===== src/design/abs_pkg.sv =====
// Shared constants and types of the converter board bus sequencer.
// Assumes one 10 MHz clock and a 16-bit short I/O slave.
package abs_pkg;

  // ==========================================================
  // Timing
  localparam longint CLK_HZ        = 10_000_000;
  localparam int     SETTLE_X1_NS  = 8_000;
  localparam int     SETTLE_X10_NS = 20_000;
  localparam int     SETTLE_X100_NS = 60_000;
  localparam int     SETTLE_X500_NS = 120_000;
  localparam int     TRACK_NS      = 2_000;
  localparam int     CONV_NS       = 19_000;
  localparam int     TMR_W         = 11;

  // Least time in ns to whole clock cycles, rounded up
  function automatic logic [TMR_W-1:0] abs_cyc(input int ns);
    longint c;
    c = (longint'(ns) * CLK_HZ + 64'd999_999_999) / 64'd1_000_000_000;
    if (c < 1) c = 1;
    return c[TMR_W-1:0];
  endfunction : abs_cyc

  localparam logic [TMR_W-1:0] TRACK_CYC = abs_cyc(TRACK_NS);
  localparam logic [TMR_W-1:0] CONV_CYC  = abs_cyc(CONV_NS);

  // ==========================================================
  // Register byte offsets within the 32-byte window
  localparam logic [4:0] OFS_CSR  = 5'h00;
  localparam logic [4:0] OFS_DATA = 5'h02;
  localparam logic [4:0] OFS_AO0  = 5'h04;
  localparam logic [4:0] OFS_AO1  = 5'h06;
  localparam logic [4:0] OFS_GAIN = 5'h0E;
  localparam logic [4:0] OFS_INTA = 5'h10;
  localparam logic [4:0] OFS_INTB = 5'h18;

  // Mode control fields
  localparam int CH_W       = 5;
  localparam int FRONT_BIT  = 7;
  localparam int MODE_LSB   = 8;
  localparam int SETTLE_BIT = 11;
  localparam int ARM_BIT    = 12;
  localparam int PIPE_BIT   = 13;
  localparam int ROUTE_MSB  = 10;
  // Status fields
  localparam int ST_PIPE    = 11;
  localparam int ST_SETTLE  = 12;
  localparam int ST_CONV    = 13;
  localparam int ST_VALID   = 14;
  localparam int ST_DONE_N  = 15;
  // Interrupter field, output and converter widths
  localparam int INT_EN_BIT = 4;
  localparam int AO_W       = 12;
  localparam int ADC_W      = 12;

  localparam logic [5:0] AM_NONPRIV = 6'h29;
  localparam logic [5:0] AM_SUPER   = 6'h2D;

  // ==========================================================
  // Types
  typedef struct packed {
    logic        asN;
    logic [1:0]  dsN;
    logic        writeN;
    logic        iackN;
    logic        iackInN;
    logic [15:1] addr;
    logic [5:0]  am;
    logic [15:0] data;
    logic        doneN;
    logic [ADC_W-1:0] adc;
  } abs_pin_t;

  typedef enum logic [1:0] {
    S_IDLE   = 2'h0,
    S_SETTLE = 2'h1,
    S_TRACK  = 2'h3
  } abs_settle_t;

  typedef enum logic {
    C_IDLE = 1'b0,
    C_CONV = 1'b1
  } abs_conv_t;

endpackage : abs_pkg


===== src/design/abs_sequencer.sv =====
// Bus slave, conversion sequencer, result FIFO and interrupter.
// Assumes backplane pins arrive asynchronous; clk is the system clock.
`timescale 1ns/1ps

// ==========================================================
// Result FIFO
module abs_fifo #(
  parameter int W = 12,
  parameter int D = 4
) (
  input  wire logic         clk,
  input  wire logic         reset_n,
  input  wire logic         inValid,
  output logic              inReady,
  input  wire logic [W-1:0] inData,
  output logic              outValid,
  input  wire logic         outReady,
  output logic [W-1:0]      outData
);
  localparam int AW = $clog2(D);
  typedef struct packed {
    logic [D-1:0][W-1:0] mem;
    logic [AW-1:0]       wp;
    logic [AW-1:0]       rp;
    logic [AW:0]         cnt;
  } abs_fifo_st_t;

  abs_fifo_st_t st_r;
  abs_fifo_st_t st_nxt;
  logic         push;
  logic         pop;

  assign inReady  = st_r.cnt != (AW+1)'(D);
  assign outValid = st_r.cnt != '0;
  assign outData  = st_r.mem[st_r.rp];
  assign push     = inValid && inReady;
  assign pop      = outValid && outReady;

  always_comb begin
    st_nxt = st_r;
    if (push) begin
      st_nxt.mem[st_r.wp] = inData;
      st_nxt.wp = (st_r.wp == AW'(D-1)) ? '0 : st_r.wp + 1'b1;
    end
    if (pop) begin
      st_nxt.rp = (st_r.rp == AW'(D-1)) ? '0 : st_r.rp + 1'b1;
    end
    st_nxt.cnt = st_r.cnt + (AW+1)'(push) - (AW+1)'(pop);
  end

  always_ff @(posedge clk or negedge reset_n) begin
    if (!reset_n) begin
      st_r <= '0;
    end else begin
      st_r <= st_nxt;
    end
  end
endmodule : abs_fifo

// ==========================================================
// Top
module abs_sequencer #(
  parameter int FIFO_D = 4
) (
  input  wire logic             clk,
  input  wire logic             reset_n,
  input  wire abs_pkg::abs_pin_t pins,
  input  wire logic [15:5]      boardBase,
  input  wire logic             superSel,
  output logic [15:0]           dataOut,
  output logic                  dataOe,
  output logic                  dtackOut,
  output logic                  dtackOe,
  output logic [7:1]            irqOe,
  output logic                  iackOutN,
  output logic [4:0]            chanSel,
  output logic                  frontSel,
  output logic [2:0]            netMode,
  output logic [1:0]            gainSel,
  output logic                  holdMode,
  output logic                  convertTrigger,
  output logic [11:0]           aoCode0,
  output logic [11:0]           aoCode1
);
  typedef struct packed {
    abs_pkg::abs_pin_t s1;
    abs_pkg::abs_pin_t s2;
    logic [15:0]       ctl;
    logic [15:0]       gain;
    logic [15:0]       intA;
    logic [15:0]       intB;
    logic [11:0]       ao0;
    logic [11:0]       ao1;
    logic              cycDone;
    logic              dtack;
    logic              rdOe;
    logic [15:0]       rdData;
    abs_pkg::abs_settle_t sst;
    abs_pkg::abs_conv_t   cst;
    logic [abs_pkg::TMR_W-1:0] sTmr;
    logic [abs_pkg::TMR_W-1:0] cTmr;
    logic              settleReq;
    logic              settleAct;
    logic              convAct;
    logic              valid;
    logic              armed;
    logic              trig;
    logic              irqPend;
  } abs_st_t;

  localparam abs_st_t ST_RESET = '{s1: '1, s2: '1, sst: abs_pkg::S_IDLE,
                                   cst: abs_pkg::C_IDLE, default: '0};
  localparam logic [3:0][abs_pkg::TMR_W-1:0] SETTLE_CYC = {
    abs_pkg::abs_cyc(abs_pkg::SETTLE_X500_NS),
    abs_pkg::abs_cyc(abs_pkg::SETTLE_X100_NS),
    abs_pkg::abs_cyc(abs_pkg::SETTLE_X10_NS),
    abs_pkg::abs_cyc(abs_pkg::SETTLE_X1_NS)};

  // Byte-lane write merge: DS0 low byte, DS1 high byte
  function automatic logic [15:0] merge(input logic [15:0] old,
                                        input logic [15:0] wd,
                                        input logic [1:0]  dsN);
    logic [15:0] r;
    r = old;
    if (!dsN[0]) r[7:0] = wd[7:0];
    if (!dsN[1]) r[15:8] = wd[15:8];
    return r;
  endfunction : merge

  abs_st_t           st_r;
  abs_st_t           st_nxt;
  logic              amOk;
  logic              sel;
  logic              take;
  logic              iackSel;
  logic              strobe;
  logic [4:0]        ofs;
  logic              wrEv;
  logic              popEv;
  logic              push;
  logic              fifoReady;
  logic              fifoValid;
  logic [11:0]       fifoData;
  logic [15:0]       newCtl;
  logic [15:0]       newGain;
  logic [15:0]       newAo0;
  logic [15:0]       newAo1;
  logic              startSettle;
  logic [2:0]        lvl;

  // ==========================================================
  // Decode
  assign strobe = !st_r.s2.asN && st_r.s2.dsN != 2'h3;
  assign amOk   = st_r.s2.am == (superSel ? abs_pkg::AM_SUPER
                                          : abs_pkg::AM_NONPRIV);
  assign sel    = strobe && st_r.s2.iackN && amOk
                  && st_r.s2.addr[15:5] == boardBase;
  assign ofs    = {st_r.s2.addr[4:1], 1'b0};
  assign lvl    = st_r.intA[2:0];
  assign take   = st_r.irqPend && lvl != 3'h0
                  && st_r.s2.addr[3:1] == lvl;
  assign iackSel = strobe && !st_r.s2.iackN && !st_r.s2.iackInN && take;
  assign wrEv   = sel && !st_r.cycDone && !st_r.s2.writeN;
  assign popEv  = sel && !st_r.cycDone && st_r.s2.writeN
                  && ofs == abs_pkg::OFS_DATA;
  assign push   = st_r.cst == abs_pkg::C_CONV && st_r.cTmr == '0
                  && !st_r.s2.doneN;
  assign newCtl  = merge(st_r.ctl, st_r.s2.data, st_r.s2.dsN);
  assign newGain = merge(st_r.gain, st_r.s2.data, st_r.s2.dsN);
  assign newAo0  = merge({4'h0, st_r.ao0}, st_r.s2.data, st_r.s2.dsN);
  assign newAo1  = merge({4'h0, st_r.ao1}, st_r.s2.data, st_r.s2.dsN);
  assign startSettle = wrEv && ((ofs == abs_pkg::OFS_CSR
      && (newCtl[abs_pkg::SETTLE_BIT]
      || newCtl[abs_pkg::ROUTE_MSB:0] != st_r.ctl[abs_pkg::ROUTE_MSB:0]))
      || (ofs == abs_pkg::OFS_GAIN && newGain[1:0] != st_r.gain[1:0]));

  abs_fifo #(
    .W (abs_pkg::ADC_W),
    .D (FIFO_D)
  ) u_fifo (
    .clk      (clk),
    .reset_n  (reset_n),
    .inValid  (push),
    .inReady  (fifoReady),
    .inData   (st_r.s2.adc),
    .outValid (fifoValid),
    .outReady (popEv),
    .outData  (fifoData)
  );

  // ==========================================================
  // Next state
  always_comb begin
    st_nxt = st_r;
    st_nxt.s1 = pins;
    st_nxt.s2 = st_r.s1;
    st_nxt.trig = 1'b0;
    // Bus cycle
    if ((sel || iackSel) && !st_r.cycDone) begin
      st_nxt.cycDone = 1'b1;
      st_nxt.dtack = 1'b1;
      st_nxt.rdOe = st_r.s2.writeN || iackSel;
      st_nxt.rdData = '0;
      if (iackSel) begin
        st_nxt.rdData = {8'h00, st_r.intB[7:0]};
        st_nxt.irqPend = 1'b0;
      end else if (st_r.s2.writeN) begin
        unique case (ofs)
          abs_pkg::OFS_CSR: st_nxt.rdData = {st_r.s2.doneN, st_r.valid,
              st_r.convAct, st_r.settleAct, st_r.ctl[abs_pkg::PIPE_BIT],
              st_r.ctl[abs_pkg::ROUTE_MSB:0]};
          abs_pkg::OFS_DATA: st_nxt.rdData = {4'h0, fifoData};
          abs_pkg::OFS_AO0:  st_nxt.rdData = {4'h0, st_r.ao0};
          abs_pkg::OFS_AO1:  st_nxt.rdData = {4'h0, st_r.ao1};
          abs_pkg::OFS_GAIN: st_nxt.rdData = st_r.gain;
          abs_pkg::OFS_INTA: st_nxt.rdData = st_r.intA;
          abs_pkg::OFS_INTB: st_nxt.rdData = st_r.intB;
          default:           st_nxt.rdData = '0;
        endcase
        if (popEv) begin
          st_nxt.valid = 1'b0;
          st_nxt.convAct = 1'b0;
        end
      end else begin
        unique case (ofs)
          abs_pkg::OFS_CSR: begin
            st_nxt.ctl = newCtl;
            st_nxt.ctl[abs_pkg::SETTLE_BIT] = 1'b0;
            st_nxt.ctl[abs_pkg::ARM_BIT] = 1'b0;
            if (newCtl[abs_pkg::ARM_BIT]) begin
              st_nxt.armed = 1'b1;
              st_nxt.convAct = 1'b1;
            end
          end
          abs_pkg::OFS_AO0:  st_nxt.ao0 = newAo0[abs_pkg::AO_W-1:0];
          abs_pkg::OFS_AO1:  st_nxt.ao1 = newAo1[abs_pkg::AO_W-1:0];
          abs_pkg::OFS_GAIN: st_nxt.gain = newGain;
          abs_pkg::OFS_INTA: st_nxt.intA = merge(st_r.intA, st_r.s2.data,
                                                 st_r.s2.dsN);
          abs_pkg::OFS_INTB: st_nxt.intB = merge(st_r.intB, st_r.s2.data,
                                                 st_r.s2.dsN);
          default: ;
        endcase
      end
    end
    if (st_r.s2.dsN == 2'h3) begin
      st_nxt.cycDone = 1'b0;
      st_nxt.dtack = 1'b0;
      st_nxt.rdOe = 1'b0;
    end
    if (startSettle) begin
      st_nxt.settleReq = 1'b1;
    end
    // Settle and track
    unique case (st_r.sst)
      abs_pkg::S_IDLE: begin
        if (st_r.settleReq && (st_r.ctl[abs_pkg::PIPE_BIT]
            || st_r.cst == abs_pkg::C_IDLE)) begin
          st_nxt.settleReq = startSettle;
          st_nxt.sst = abs_pkg::S_SETTLE;
          st_nxt.sTmr = SETTLE_CYC[st_r.gain[1:0]];
          st_nxt.settleAct = 1'b1;
        end else if (st_r.armed && st_r.cst == abs_pkg::C_IDLE
                     && fifoReady && !st_r.settleReq) begin
          st_nxt.armed = 1'b0;
          st_nxt.trig = 1'b1;
          st_nxt.cst = abs_pkg::C_CONV;
          st_nxt.cTmr = abs_pkg::CONV_CYC;
        end
      end
      abs_pkg::S_SETTLE: begin
        if (st_r.sTmr != '0) begin
          st_nxt.sTmr = st_r.sTmr - 1'b1;
        end else begin
          st_nxt.sst = abs_pkg::S_TRACK;
          st_nxt.sTmr = abs_pkg::TRACK_CYC;
        end
      end
      abs_pkg::S_TRACK: begin
        if (st_r.cst == abs_pkg::C_IDLE) begin
          if (st_r.sTmr != '0) begin
            st_nxt.sTmr = st_r.sTmr - 1'b1;
          end else if (!st_r.armed || fifoReady) begin
            st_nxt.settleAct = 1'b0;
            st_nxt.sst = abs_pkg::S_IDLE;
            if (st_r.armed) begin
              st_nxt.armed = 1'b0;
              st_nxt.trig = 1'b1;
              st_nxt.cst = abs_pkg::C_CONV;
              st_nxt.cTmr = abs_pkg::CONV_CYC;
            end
          end
        end
      end
      default: st_nxt.sst = abs_pkg::S_IDLE;
    endcase
    // Restart at once with the gain that this write leaves in force
    if (st_r.sst != abs_pkg::S_IDLE && startSettle) begin
      st_nxt.sst = abs_pkg::S_SETTLE;
      st_nxt.sTmr = SETTLE_CYC[st_nxt.gain[1:0]];
      st_nxt.settleAct = 1'b1;
      st_nxt.settleReq = 1'b0;
    end
    // Conversion
    if (st_r.cst == abs_pkg::C_CONV) begin
      if (st_r.cTmr != '0) begin
        st_nxt.cTmr = st_r.cTmr - 1'b1;
      end else if (push) begin
        st_nxt.cst = abs_pkg::C_IDLE;
        st_nxt.valid = 1'b1;
        if (st_r.intA[abs_pkg::INT_EN_BIT]) begin
          st_nxt.irqPend = 1'b1;
        end
      end
    end
  end

  always_ff @(posedge clk or negedge reset_n) begin
    if (!reset_n) begin
      st_r <= ST_RESET;
    end else begin
      st_r <= st_nxt;
    end
  end

  // ==========================================================
  // Outputs
  assign dataOut  = st_r.rdData;
  assign dataOe   = st_r.rdOe;
  assign dtackOut = 1'b0;
  assign dtackOe  = st_r.dtack;
  always_comb begin
    irqOe = '0;
    if (st_r.irqPend && lvl != 3'h0) begin
      irqOe[lvl] = 1'b1;
    end
  end
  // Keep the chain blocked for the rest of an acknowledge cycle we answered
  assign iackOutN = st_r.s2.iackInN
                    || (!st_r.s2.iackN && (take || st_r.cycDone));
  assign frontSel = st_r.ctl[abs_pkg::FRONT_BIT];
  assign chanSel  = frontSel ? {1'b0, st_r.ctl[3:0]}
                             : st_r.ctl[abs_pkg::CH_W-1:0];
  assign netMode  = st_r.ctl[abs_pkg::ROUTE_MSB:abs_pkg::MODE_LSB];
  assign gainSel  = st_r.gain[1:0];
  assign holdMode = st_r.cst == abs_pkg::C_CONV;
  assign convertTrigger = st_r.trig;
  assign aoCode0  = st_r.ao0;
  assign aoCode1  = st_r.ao1;
endmodule : abs_sequencer


===== config.mk =====
export PLATFORM = sky130hd
export DESIGN_NAME = abs_sequencer
export DESIGN_NICKNAME = d
export VERILOG_FILES = /design/src/design/abs_pkg.sv /design/src/design/abs_sequencer.sv
export SDC_FILE = /design/constraint.sdc
export NUM_CORES = 1
export LEC_CHECK = 0
export BUFFER_PORTS_ARGS = -buffer_cell sky130_fd_sc_hd__buf_2
export CORE_UTILIZATION = 40
export DETAILED_ROUTE_END_ITERATION = 10
export PLACE_DENSITY_LB_ADDON = 0.15
export SYNTH_ARGS = -nofsm -noshare
export SYNTH_HDL_FRONTEND = slang
export SYNTH_SLANG_ARGS = --single-unit

===== constraint.sdc =====
create_clock -name clk -period 4.7 [get_ports clk]
set_input_delay 0 -clock clk [delete_from_list [all_inputs] [get_ports clk]]
set_output_delay 0 -clock clk [all_outputs]
set_load 0.01 [all_outputs]

==> results of run 1 <==
## per-stage QoR
step,total power [W],setup WS (ns),instance area (sq um)
after floorplan,0.00343,1.68,13200
after global placement,0.00368,1.45,14000
after detailed placement,0.00368,1.43,14000
after CTS,0.00648,1.38,15700
after global routing,0.00673,1.13,15700
final,0.00641,1.43,15700
## power breakdown
| group | internal (W) | switching, W | leakage (nW) |
|---|---|---|---|
| Clock | 0.00164 | 0.00109 | 0.579 |
| Sequential | 0.00273 | 0.000106 | 3.79 |
| Combinational | 0.000333 | 0.000503 | 3.13 |
| Total | 0.00470 | 0.00170 | 7.49 |
## path summary, 6_finish.rpt
| check | end | cells past startpoint |
|---|---|---|
| max in group asynchronous | dataOut[14] | 3 |
| max | u_fifo.st_r[2] | 12 |
| min | convertTrigger | 2 |
| min in group clk | st_nxt[157] | 2 |
| max reg2reg | u_fifo.st_r[2] | 12 |
| min reg2reg | ofs[1] | 0 |
## registers in the layout, indices dropped and copies added, names as in the netlist
name            count
st_r              134
st_nxt             56
u_fifo.st_r        55
dataOut            16
aoCode0            12
aoCode1            12
ofs                 4
lvl                 3
netMode             3
gainSel             2
convertTrigger      1
dataOe              1
frontSel            1
holdMode            1
## metal layers
| metal | vias up | GRT usage, % | share of wire, % |
|---|---|---|---|
| li1 | 3830 | - | - |
| met1 | 4090 | 26.0 | 48 |
| met2 | 134 | 29.0 | 47 |
| met3 | 37 | 2.89 | 3.1 |
| met4 | 0 | 4.40 | 1.6 |
| met5 | - | 0 | 0 |
## cells by family (layout without fill, tap and decap cells)
group	Yosys count	after routing	synth area share, %
compound gates	159	159	8.42
xor+xnor	30	30	1.99
fa+ha+maj	24	24	2.33
buf+inv	112	291	4.94
flops	301	301	58.1
mux	156	156	15.4
other cells	1	1	0.0284
simple gates	214	214	8.78
## area by class of cell
type / instances / area (sq um)
Clock inverter: 15 / 119
Fill cell: 2922 / 16800
Inverter: 26 / 97.6
Sequential cell: 301 / 7670
Tap cell: 442 / 553
Timing Repair Buffer: 199 / 1330
Multi-Input combinational cell: 584 / 4900
Clock buffer: 51 / 1060
## timing repair
item                                    4_1_cts  5_1_grt
endpoints found under the setup margin        0        0
endpoints found under the hold margin       132        0
hold buffers                                 57        0
gates resized for setup                       0        0
## worst max-delay path: cells and delay by family (launching register included)
kind | cells | cell delay, ns
xor+xnor | 3 | 0.40
flops | 1 | 0.53
fa+ha+maj | 3 | 0.73
buf+inv | 1 | 0.04
simple gates | 5 | 1.50
## cell usage after synthesis, drive strengths merged (2+ instances only)
| cell type | n |
|---|---|
| a22o | 14 |
| o2bb2ai | 2 |
| a22oi | 26 |
| o311ai | 3 |
| a221oi | 16 |
| nor4b | 4 |
| nor3b | 4 |
| buf | 61 |
| o211a | 2 |
| nand3 | 18 |
| xor2 | 28 |
| o31a | 2 |
| nor4 | 13 |
| nor3 | 16 |
| nand2b | 8 |
| o211ai | 2 |
| ha | 23 |
| inv | 26 |
| nor2b | 6 |
| a21oi | 19 |
| a211oi | 2 |
| a21boi | 3 |
| mux2i | 8 |
| nor2 | 38 |
| o21bai | 6 |
| or3 | 8 |
| or2 | 6 |
| and4 | 2 |
| a21o | 2 |
| xnor2 | 2 |
| mux2 | 136 |
| mux4 | 12 |
| dfrtp | 189 |
| or3b | 2 |
| nand4b | 4 |
| o21ai | 39 |
| or4 | 2 |
| o41ai | 2 |
| dfstp | 112 |
| a31oi | 9 |
| o221ai | 2 |
| nand2 | 78 |
| clkbuf | 25 |
## cells in the final DEF, fill, tap and decap left out, types with 8 or more instances in the layout
cell	synthesis	final
a21oi_1	18	18
mux2i_1	8	8
mux2_2	95	95
xor2_1	28	28
nor4_1	10	9
nor3_1	15	14
buf_4	50	9
a22oi_1	26	26
a22o_1	14	14
inv_1	25	25
dfstp_2	112	112
a221oi_1	16	16
o21ai_0	39	39
buf_2	5	131
nor2_1	36	36
ha_1	23	23
nand2b_1	8	8
clkbuf_16	0	38
clkinv_2	0	8
nand2_1	71	71
nand3_1	18	18
dlygate4sd3_1	0	57
mux2_4	40	40
dfrtp_1	189	189
mux4_2	12	12
a31oi_1	9	9
==> flow_metrics.tcl, run 1 <==
set metrics [dict create \
    slew_headroom_pct 19.4 \
    ant_nets 0 \
    arrival_ns 3.70 \
    drt_wl_total_um 29900 \
    synth_enable_flop_cells 0 \
    clk_latency_ns 0.52 \
    first_iter_violations 443 \
    clock-root-buffer "clkbuf_16" \
    dp_hpwl_um 20400 \
    synth.avg_cell_area_sq_um 13.2 \
    postCtsSetupBuffers 0 \
    drc_errors 0 \
    leakage_nw 7.49 \
    critPathLaunchType "register" \
    synth_top_cell_by_area "dfrtp_1" \
    end_kind "register" \
    yosys_warnings 0 \
    placedCellCount 1495 \
    gp_congestion 0.791 \
    cts_tree "yes" \
    slew_violations 0 \
    r2r-start "st_r[179]" \
    powerDensity_nw_per_um2 407 \
    vias_per_cell 5.00 \
    postSynthNetCount 1091 \
    period_share_pct 69.7 \
    synth_cell_types 75 \
    period_needed_ns 3.27 \
    ys_seq_elements 301 \
    h-tree-depth 2 \
    cts_max_path_buffers 3 \
    start_util_pct 40.6 \
    tightest_slew_ns 1.21 \
    pin_count 134 \
    die_h_um 184 \
    areaGrowthSynthToFinish_pct 19.2 \
    grt_pass1_vias 8236 \
    setup_viol 0 \
    rrSetupSlack_ns 1.43 \
    die_x_um 184 \
    seq_area_frac_synth_pct 58.1 \
    synthDominantCellAreaShare_pct 35.8 \
    core_area_sq_um 32500 \
    cts_made_buffers 36 \
    rsz0062_at_grt "false" \
    hold_viol_final 0 \
    via_count 8091 \
    worstSetupStartpoint "st_r[179]" \
    grtUsageTotal_pct 18.2 \
    final_nets 1242 \
    hold_path_class "primary input to async pin" \
    worstPathCellList "xor2_1 -> nor4_1 -> or3b_2 -> nor4b_1 -> nand4b_1 -> nor2_1 -> ha_1 -> inv_1 -> ha_1 -> fa_1 -> xnor2_1 -> xnor2_1" \
    antenna_found_initial 0 \
    grt_first_pass_wirelength_um 47400 \
    peakVddDrop_mv 0.269 \
    yosys-top-cells-area "dfrtp_1, dfstp_2, mux2_2" \
    fin_setup_tns_ns 0 \
    drive_above_1_share_pct 41.8 \
    status "complete, no violations" \
    grt_max_degree 122 \
    critical_path_class "register to register" \
    critical-path-max-stage-delay_ns 0.53 \
    ys_async_sr_fraction_pct 100 \
    synthCells 997 \
    holdWs_ns 0.0721 \
    fin_cells 1618 \
    crit_fanout 2 \
    rows 66 \
    final_util_pct 48.4 \
    grt_overflow 0 \
    cts.sinks 301 \
    synth_area_sq_um 13200 \
    skew_ns 0.0174 \
    synthFlopType "dfrtp_1" \
    max_freq_mhz 305 \
    antenna_cells 0 \
    slowest_stage "dfstp_2" \
    die_area_sq_um 33700 \
    worst_ep_required_time_ns 5.13 \
    wl_per_cell_um 18.5 \
    maxCapViolCount 0 \
    dr.pass1.iters 5 \
    numPortBuffers 132 \
    clkTransAtPathRegs_ns 0.06 \
]
Power figures use the tool's default switching activity.
==> inputs of run 2 (changes only) <==
--- a/config.mk
+++ b/config.mk
@@ -5,6 +5,7 @@
 export SDC_FILE = /design/constraint.sdc
 export NUM_CORES = 1
 export LEC_CHECK = 0
+export ABC_AREA = 1
 export BUFFER_PORTS_ARGS = -buffer_cell sky130_fd_sc_hd__buf_2
 export CORE_UTILIZATION = 40
 export DETAILED_ROUTE_END_ITERATION = 10
==> constraint.sdc (replaced) <==
create_clock -name clk -period 2.9 [get_ports clk]
set_input_delay 0 -clock clk [delete_from_list [all_inputs] [get_ports clk]]
set_output_delay 0 -clock clk [all_outputs]
set_load 0.01 [all_outputs]
==> flow_metrics.tcl, run 2 <==
set metrics [dict create \
    status "complete, no violations" \
    vias_per_cell 4.89 \
    grt_first_pass_wirelength_um 55900 \
    yosys-top-cells-area "dfrtp_1, dfstp_2, nand2_1" \
    antenna_cells 0 \
    hold_viol_final 0 \
    wl_per_cell_um 15.9 \
    skew_ns 0.0205 \
    layout_setup_ws_ns 0.240 \
    pre_cts_ws_ns 0.144 \
    synthMuxAreaShare_pct 0 \
    synth_xor_area_share_pct 1.40 \
    hold_path_class "primary input to async pin" \
    grt_max_degree 81 \
    tightest_slew_ns 1.07 \
    worstPathCellList "inv_1 -> nand2_1 -> nand2_1 -> nor3_1 -> nand3_1 -> nor2_4 -> nand2_2 -> nor2_1 -> nand2_1 -> inv_1 -> ha_1 -> inv_1 -> ha_1 -> fa_1 -> xor2_1" \
    critPathLaunchType "register" \
    cts_made_buffers 35 \
    synth_cell_types 49 \
    peakVddDrop_mv 0.416 \
    cts.sinks 301 \
    powerDensity_nw_per_um2 563 \
    critical-path-max-stage-delay_ns 0.53 \
    ant_nets 0 \
    synth_simple_gate_area_share_pct 19.8 \
    numPortBuffers 132 \
    final_cell_area_sq_um 16300 \
    seq_area_frac_synth_pct 55.9 \
    final_nets 1782 \
    crit_fanout 3 \
    drive_above_1_share_pct 20.9 \
    synth_compound_area_share_pct 11.5 \
    core_area_sq_um 33600 \
    drt_wl_total_um 34500 \
    clock-root-buffer "clkbuf_16" \
    layout_commonest_cell "nand2_1" \
    postSynthNetCount 1620 \
    cts_max_path_buffers 3 \
    dp_hpwl_um 24000 \
    antenna_found_initial 0 \
    yosysMostFrequentCell "nand2_1" \
    areaGrowthSynthToFinish_pct 19.0 \
    largest_reg_flops 134 \
    grt_overflow 0 \
    synth.avg_cell_area_sq_um 8.99 \
    pin_count 134 \
    ys_async_sr_fraction_pct 100 \
    synthCells 1526 \
    critical_path_class "register to register" \
    die_h_um 187 \
    slew_headroom_pct 28.9 \
    die_x_um 187 \
    grtUsageTotal_pct 20.1 \
    fillers 3283 \
    arrival_ns 3.05 \
    slowest_stage "dfstp_2" \
    die_area_sq_um 35000 \
    first_iter_violations 712 \
    synth_area_sq_um 13700 \
    period_needed_ns 2.66 \
    rsz0062_at_grt "false" \
    leakage_nw 7.83 \
    synth-adder-area-share_pct 2.24 \
    grt_pass1_vias 10369 \
    yosys_warnings 0 \
    clk_latency_ns 0.52 \
    postCtsSetupBuffers 0 \
    fin_setup_tns_ns 0 \
    synth_common_cells "nand2_1, dfrtp_1, inv_1" \
    layout_common_cells "nand2_1, dfrtp_1, inv_1" \
    h-tree-depth 2 \
    r2r-start "st_r[183]" \
    synth_top_family_by_area "simple AND/OR/NAND/NOR gates" \
    worst_ep_required_time_ns 3.29 \
    ys_seq_elements 301 \
    synthDominantCellAreaShare_pct 34.5 \
    gp_congestion 0.872 \
    setup_viol 0 \
    period_share_pct 91.7 \
    clkTransAtPathRegs_ns 0.06 \
    synthFlopType "dfrtp_1" \
    slew_violations 0 \
    regMostFlops "st_r" \
    synth_top_cell_by_area "dfrtp_1" \
    dr.pass1.iters 5 \
    start_util_pct 40.8 \
    via_count 10584 \
    worstSetupStartpoint "st_r[183]" \
    max_freq_mhz 376 \
    end_kind "register" \
    cts_tree "yes" \
    post_dp_cell_area_sq_um 14600 \
    drc_errors 0 \
    synth_enable_flop_cells 0 \
    rows 67 \
    maxCapViolCount 0 \
]
run 2: cell count changes in the layout (fill, tap and decap cells not counted), sizes merged, moves of 20 or more:
| cell | change |
|---|---|
| a21oi | +31 |
| a22oi | -22 |
| inv | +138 |
| mux2 | -136 |
| nand2 | +323 |
| nand3 | +37 |
| nand4 | +20 |
| nor2 | +90 |
| o21ai | +139 |
run 2: final cells by class:
class	count	area [sq um]	area share, %
Clock inverter	13	156	0.959
Multi-Input combinational cell	964	4800	29.4
Inverter	168	632	3.87
Clock buffer	51	997	6.11
Tap cell	448	561	3.44
Sequential cell	301	7670	47.0
Timing Repair Buffer	218	1500	9.17
run 2: kinds of logic after synthesis:
logic type,count (synthesis)
buf+inv,261
flops,301
simple gates,633
compound gates,285
other cells,1
xor+xnor,21
fa+ha+maj,24
run 2: worst max-delay path: cells and delay by family, from the launching register on:
family / cells / cell delay [ns]
XOR/XNOR: 1 / 0.17
buffers and inverters: 3 / 0.16
adder cells (fa/ha/maj): 3 / 0.73
AND/OR/NAND/NOR: 8 / 0.94
flip-flops: 1 / 0.53
run 2: repair_timing:
item                                   4_1_cts  5_1_grt
resized for setup                            0        2
hold buffers                                57        0
endpoints found under the hold margin      156        0
setup endpoints to repair                    0        2
run 2: metrics by stage:
step | std cells | hold slack [ns] | power [W] | util (%)
6_report | 2163 | 0.0764 | 0.00918 | 48.5
5_1_grt | 2163 | 0.0989 | 0.00954 | 48.5
4_1_cts | 2163 | 0.0829 | 0.00931 | 48.5
3_5_place_dp | 2042 | 0.0334 | 0.00480 | 43.4
3_3_place_gp | 2042 | 0.0348 | 0.00480 | 43.4
2_1_floorplan | 1526 | -0.296 | 0.00458 | -
run 2: path summary, 6_finish.rpt:
path	to	slack, ns	depth (start not counted)
min in group clk	st_nxt[147]	0.11	2
max in group asynchronous	st_r[151]	1.94	3
worst max-delay path	u_fifo.st_r[2]	0.24	15
worst min register to register	st_r[139]	0.35	0
worst max register to register	u_fifo.st_r[2]	0.24	15
worst min-delay path	gainSel[1]	0.08	2
run 2: per-layer routing:
metal	part of all wire (%)	track usage, %
met1	46	27.7
met2	46	32.2
met3	5.2	3.75
met4	2.3	6.05
met5	0	0
run 2: where the power goes:
part | internal, W | switching (W) | leakage (nW)
clock | 0.00267 | 0.00173 | 0.571
sequential | 0.00435 | 0.0000455 | 3.65
combinational | 0.000147 | 0.000242 | 3.60
==> inputs of run 3 (changes only) <==
--- a/config.mk
+++ b/config.mk
@@ -9,6 +9,7 @@
 export BUFFER_PORTS_ARGS = -buffer_cell sky130_fd_sc_hd__buf_2
 export CORE_UTILIZATION = 40
 export DETAILED_ROUTE_END_ITERATION = 10
+export GPL_TIMING_DRIVEN = 0
 export PLACE_DENSITY_LB_ADDON = 0.15
 export SYNTH_ARGS = -nofsm -noshare
 export SYNTH_HDL_FRONTEND = slang
==> flow_metrics.tcl, run 3 (same netlist as run 2, synthesis figures left out) <==
set metrics [dict create \
    dp_hpwl_um 25200 \
    critical_path_class "register to register" \
    endpoint "u_fifo.st_r[1]" \
    first_iter_violations 786 \
    worstPathCellList "inv_1 -> nand2_2 -> nand3_1 -> nor3_2 -> nand3_2 -> nor2_4 -> nand2_4 -> nor2_4 -> nand2_4 -> inv_2 -> ha_1 -> inv_1 -> ha_1 -> fa_2" \
    critical-path-max-stage-delay_ns 0.52 \
    antenna_cells 0 \
    placedCellCount 2108 \
    worstSetupStartpoint "st_r[185]" \
    dr.pass1.iters 6 \
    highest_layer "met4" \
    wl_met3_um 1580 \
    core_area_sq_um 33600 \
    hold_path_class "primary input to async pin" \
    numPortBuffers 132 \
    via_count 10891 \
    leakage_nw 8.09 \
    period_share_pct 95.7 \
    powerDensity_nw_per_um2 545 \
    layout_commonest_cell "nand2_1" \
    slowest_stage "dfstp_2" \
    drt_wl_total_um 35700 \
    ff2ff_path_depth 14 \
    cp_top_family "simple AND/OR/NAND/NOR gates" \
    gp_congestion 0.905 \
    areaGrowthSynthToFinish_pct 22.5 \
    drt-met1-wl_um 16400 \
    final_nets 1850 \
    cts.sinks 301 \
    grt_first_pass_wirelength_um 57800 \
    cts_tree "yes" \
    slew_violations 0 \
    timing.rr.end "u_fifo.st_r[1]" \
    period_needed_ns 2.78 \
    vias_per_cell 4.89 \
    grt_pass1_vias 10714 \
    clock-root-buffer "clkbuf_16" \
    grt_max_degree 124 \
    wl_per_cell_um 16.0 \
    drc_errors 0 \
    wl_met2_um 16900 \
    hold_viol_final 0 \
    rows 67 \
    start_util_pct 40.8 \
    r2r-start "st_r[185]" \
    cts_made_buffers 36 \
    ant_nets 0 \
    h-tree-depth 2 \
    regMostFlops "st_r" \
    grtUsageTotal_pct 20.7 \
    layout_common_cells "nand2_1, dfrtp_1, inv_1" \
    die_area_sq_um 35000 \
    clkTransAtPathRegs_ns 0.05 \
    path_depth 14 \
    slew_headroom_pct 41.4 \
    die_h_um 187 \
    die_x_um 187 \
    arrival_ns 3.15 \
    largest_reg_flops 134 \
    setup_viol 0 \
    peakVddDrop_mv 0.455 \
    antenna_found_initial 0 \
    worst_ep_required_time_ns 3.28 \
    pin_count 134 \
    max_freq_mhz 360 \
    drive_above_1_share_pct 23.2 \
    cts_max_path_buffers 3 \
    clk_latency_ns 0.52 \
    critPathLaunchType "register" \
    fin_cells 2229 \
    rrSetupSlack_ns 0.12 \
    skew_ns 0.0272 \
    maxCapViolCount 0 \
    crit_buf_inv 3 \
    tightest_slew_ns 0.870 \
    status "complete, no violations" \
    crit_fanout 4 \
    end_kind "register" \
    grt_overflow 0 \
    holdWs_ns 0.0849 \
]
==> run 3: changes by cell type in the layout (fill, tap and decap cells not counted), sizes merged <==
| cell | before | now |
|---|---|---|
| clkbuf | 51 | 76 |
| clkinv | 11 | 7 |
| bufinv | 3 | 1 |
| buf | 161 | 208 |
==> run 3: area by class of cell <==
cell class,count,area [sq um]
Sequential cell,301,7670
Clock inverter,7,76.3
Buffer,93,619
Fill cell,3214,16800
Timing Repair Buffer,192,1300
Clock buffer,56,1100
Inverter,168,632
Tap cell,448,561
Multi-Input combinational cell,964,4840
==> run 3: power breakdown <==
part	switching, W	internal [W]
clock network	0.00170	0.00268
logic	0.000253	0.000146
registers	0.0000376	0.00435
==> run 3: timing repair <==
| item | 4_1_cts | 5_1_grt |
|---|---|---|
| gates resized for setup | 7 | 7 |
| hold buffers | 57 | 0 |
| setup endpoints to repair | 2 | 2 |
| endpoints found under the hold margin | 127 | 0 |
| pin swaps | 0 | 4 |
| buffers inserted | 0 | 1 |
==> run 3: worst min path at each step <==
stage | cells past startpoint | slack (ns) | start | endpoint
CTS | 2 | 0.09 | reset_n | st_r[84]
global placement | 1 | 0.10 | pins[16] | st_nxt[155]
detailed placement | 1 | 0.03 | reset_n | st_r[23]
finish | 2 | 0.08 | reset_n | st_r[28]
global route | 2 | 0.11 | pins[53] | st_nxt[192]
floorplan | 0 | -0.30 | reset_n | aoCode0[0]
==> run 3: worst register-to-register path, cell delays in order, from the launching register on <==
cell and delay (ns):
dfstp_2 0.52, inv_1 0.05, nand2_2 0.08, nand3_1 0.10, nor3_2 0.21, nand3_2 0.13, nor2_4 0.19, nand2_4 0.11
nor2_4 0.19, nand2_4 0.09, inv_2 0.09, ha_1 0.23, inv_1 0.06, ha_1 0.17, fa_2 0.44
==> run 3: routing by layer <==
layer	track usage [%]	vias up
met4	6.37	0
met5	0	-
met2	33.8	280
met3	2.89	55
met1	28.6	5212
li1	-	5344
==> run 3: metrics by stage <==
step	TNS [ns]	area (sq um)	worst slack (ns)	total power [W]	utilization (%)
after floorplan	0	13700	0.381	0.00458	-
after global placement	-942.91	14900	-3.89	0.00478	44.4
after detailed placement	-0.490	15000	-0.274	0.00479	44.6
after CTS	0	16800	0.0518	0.00929	49.9
after global routing	-0.0313	16800	-0.0166	0.00950	50.0
final	0	16800	0.124	0.00916	50.0
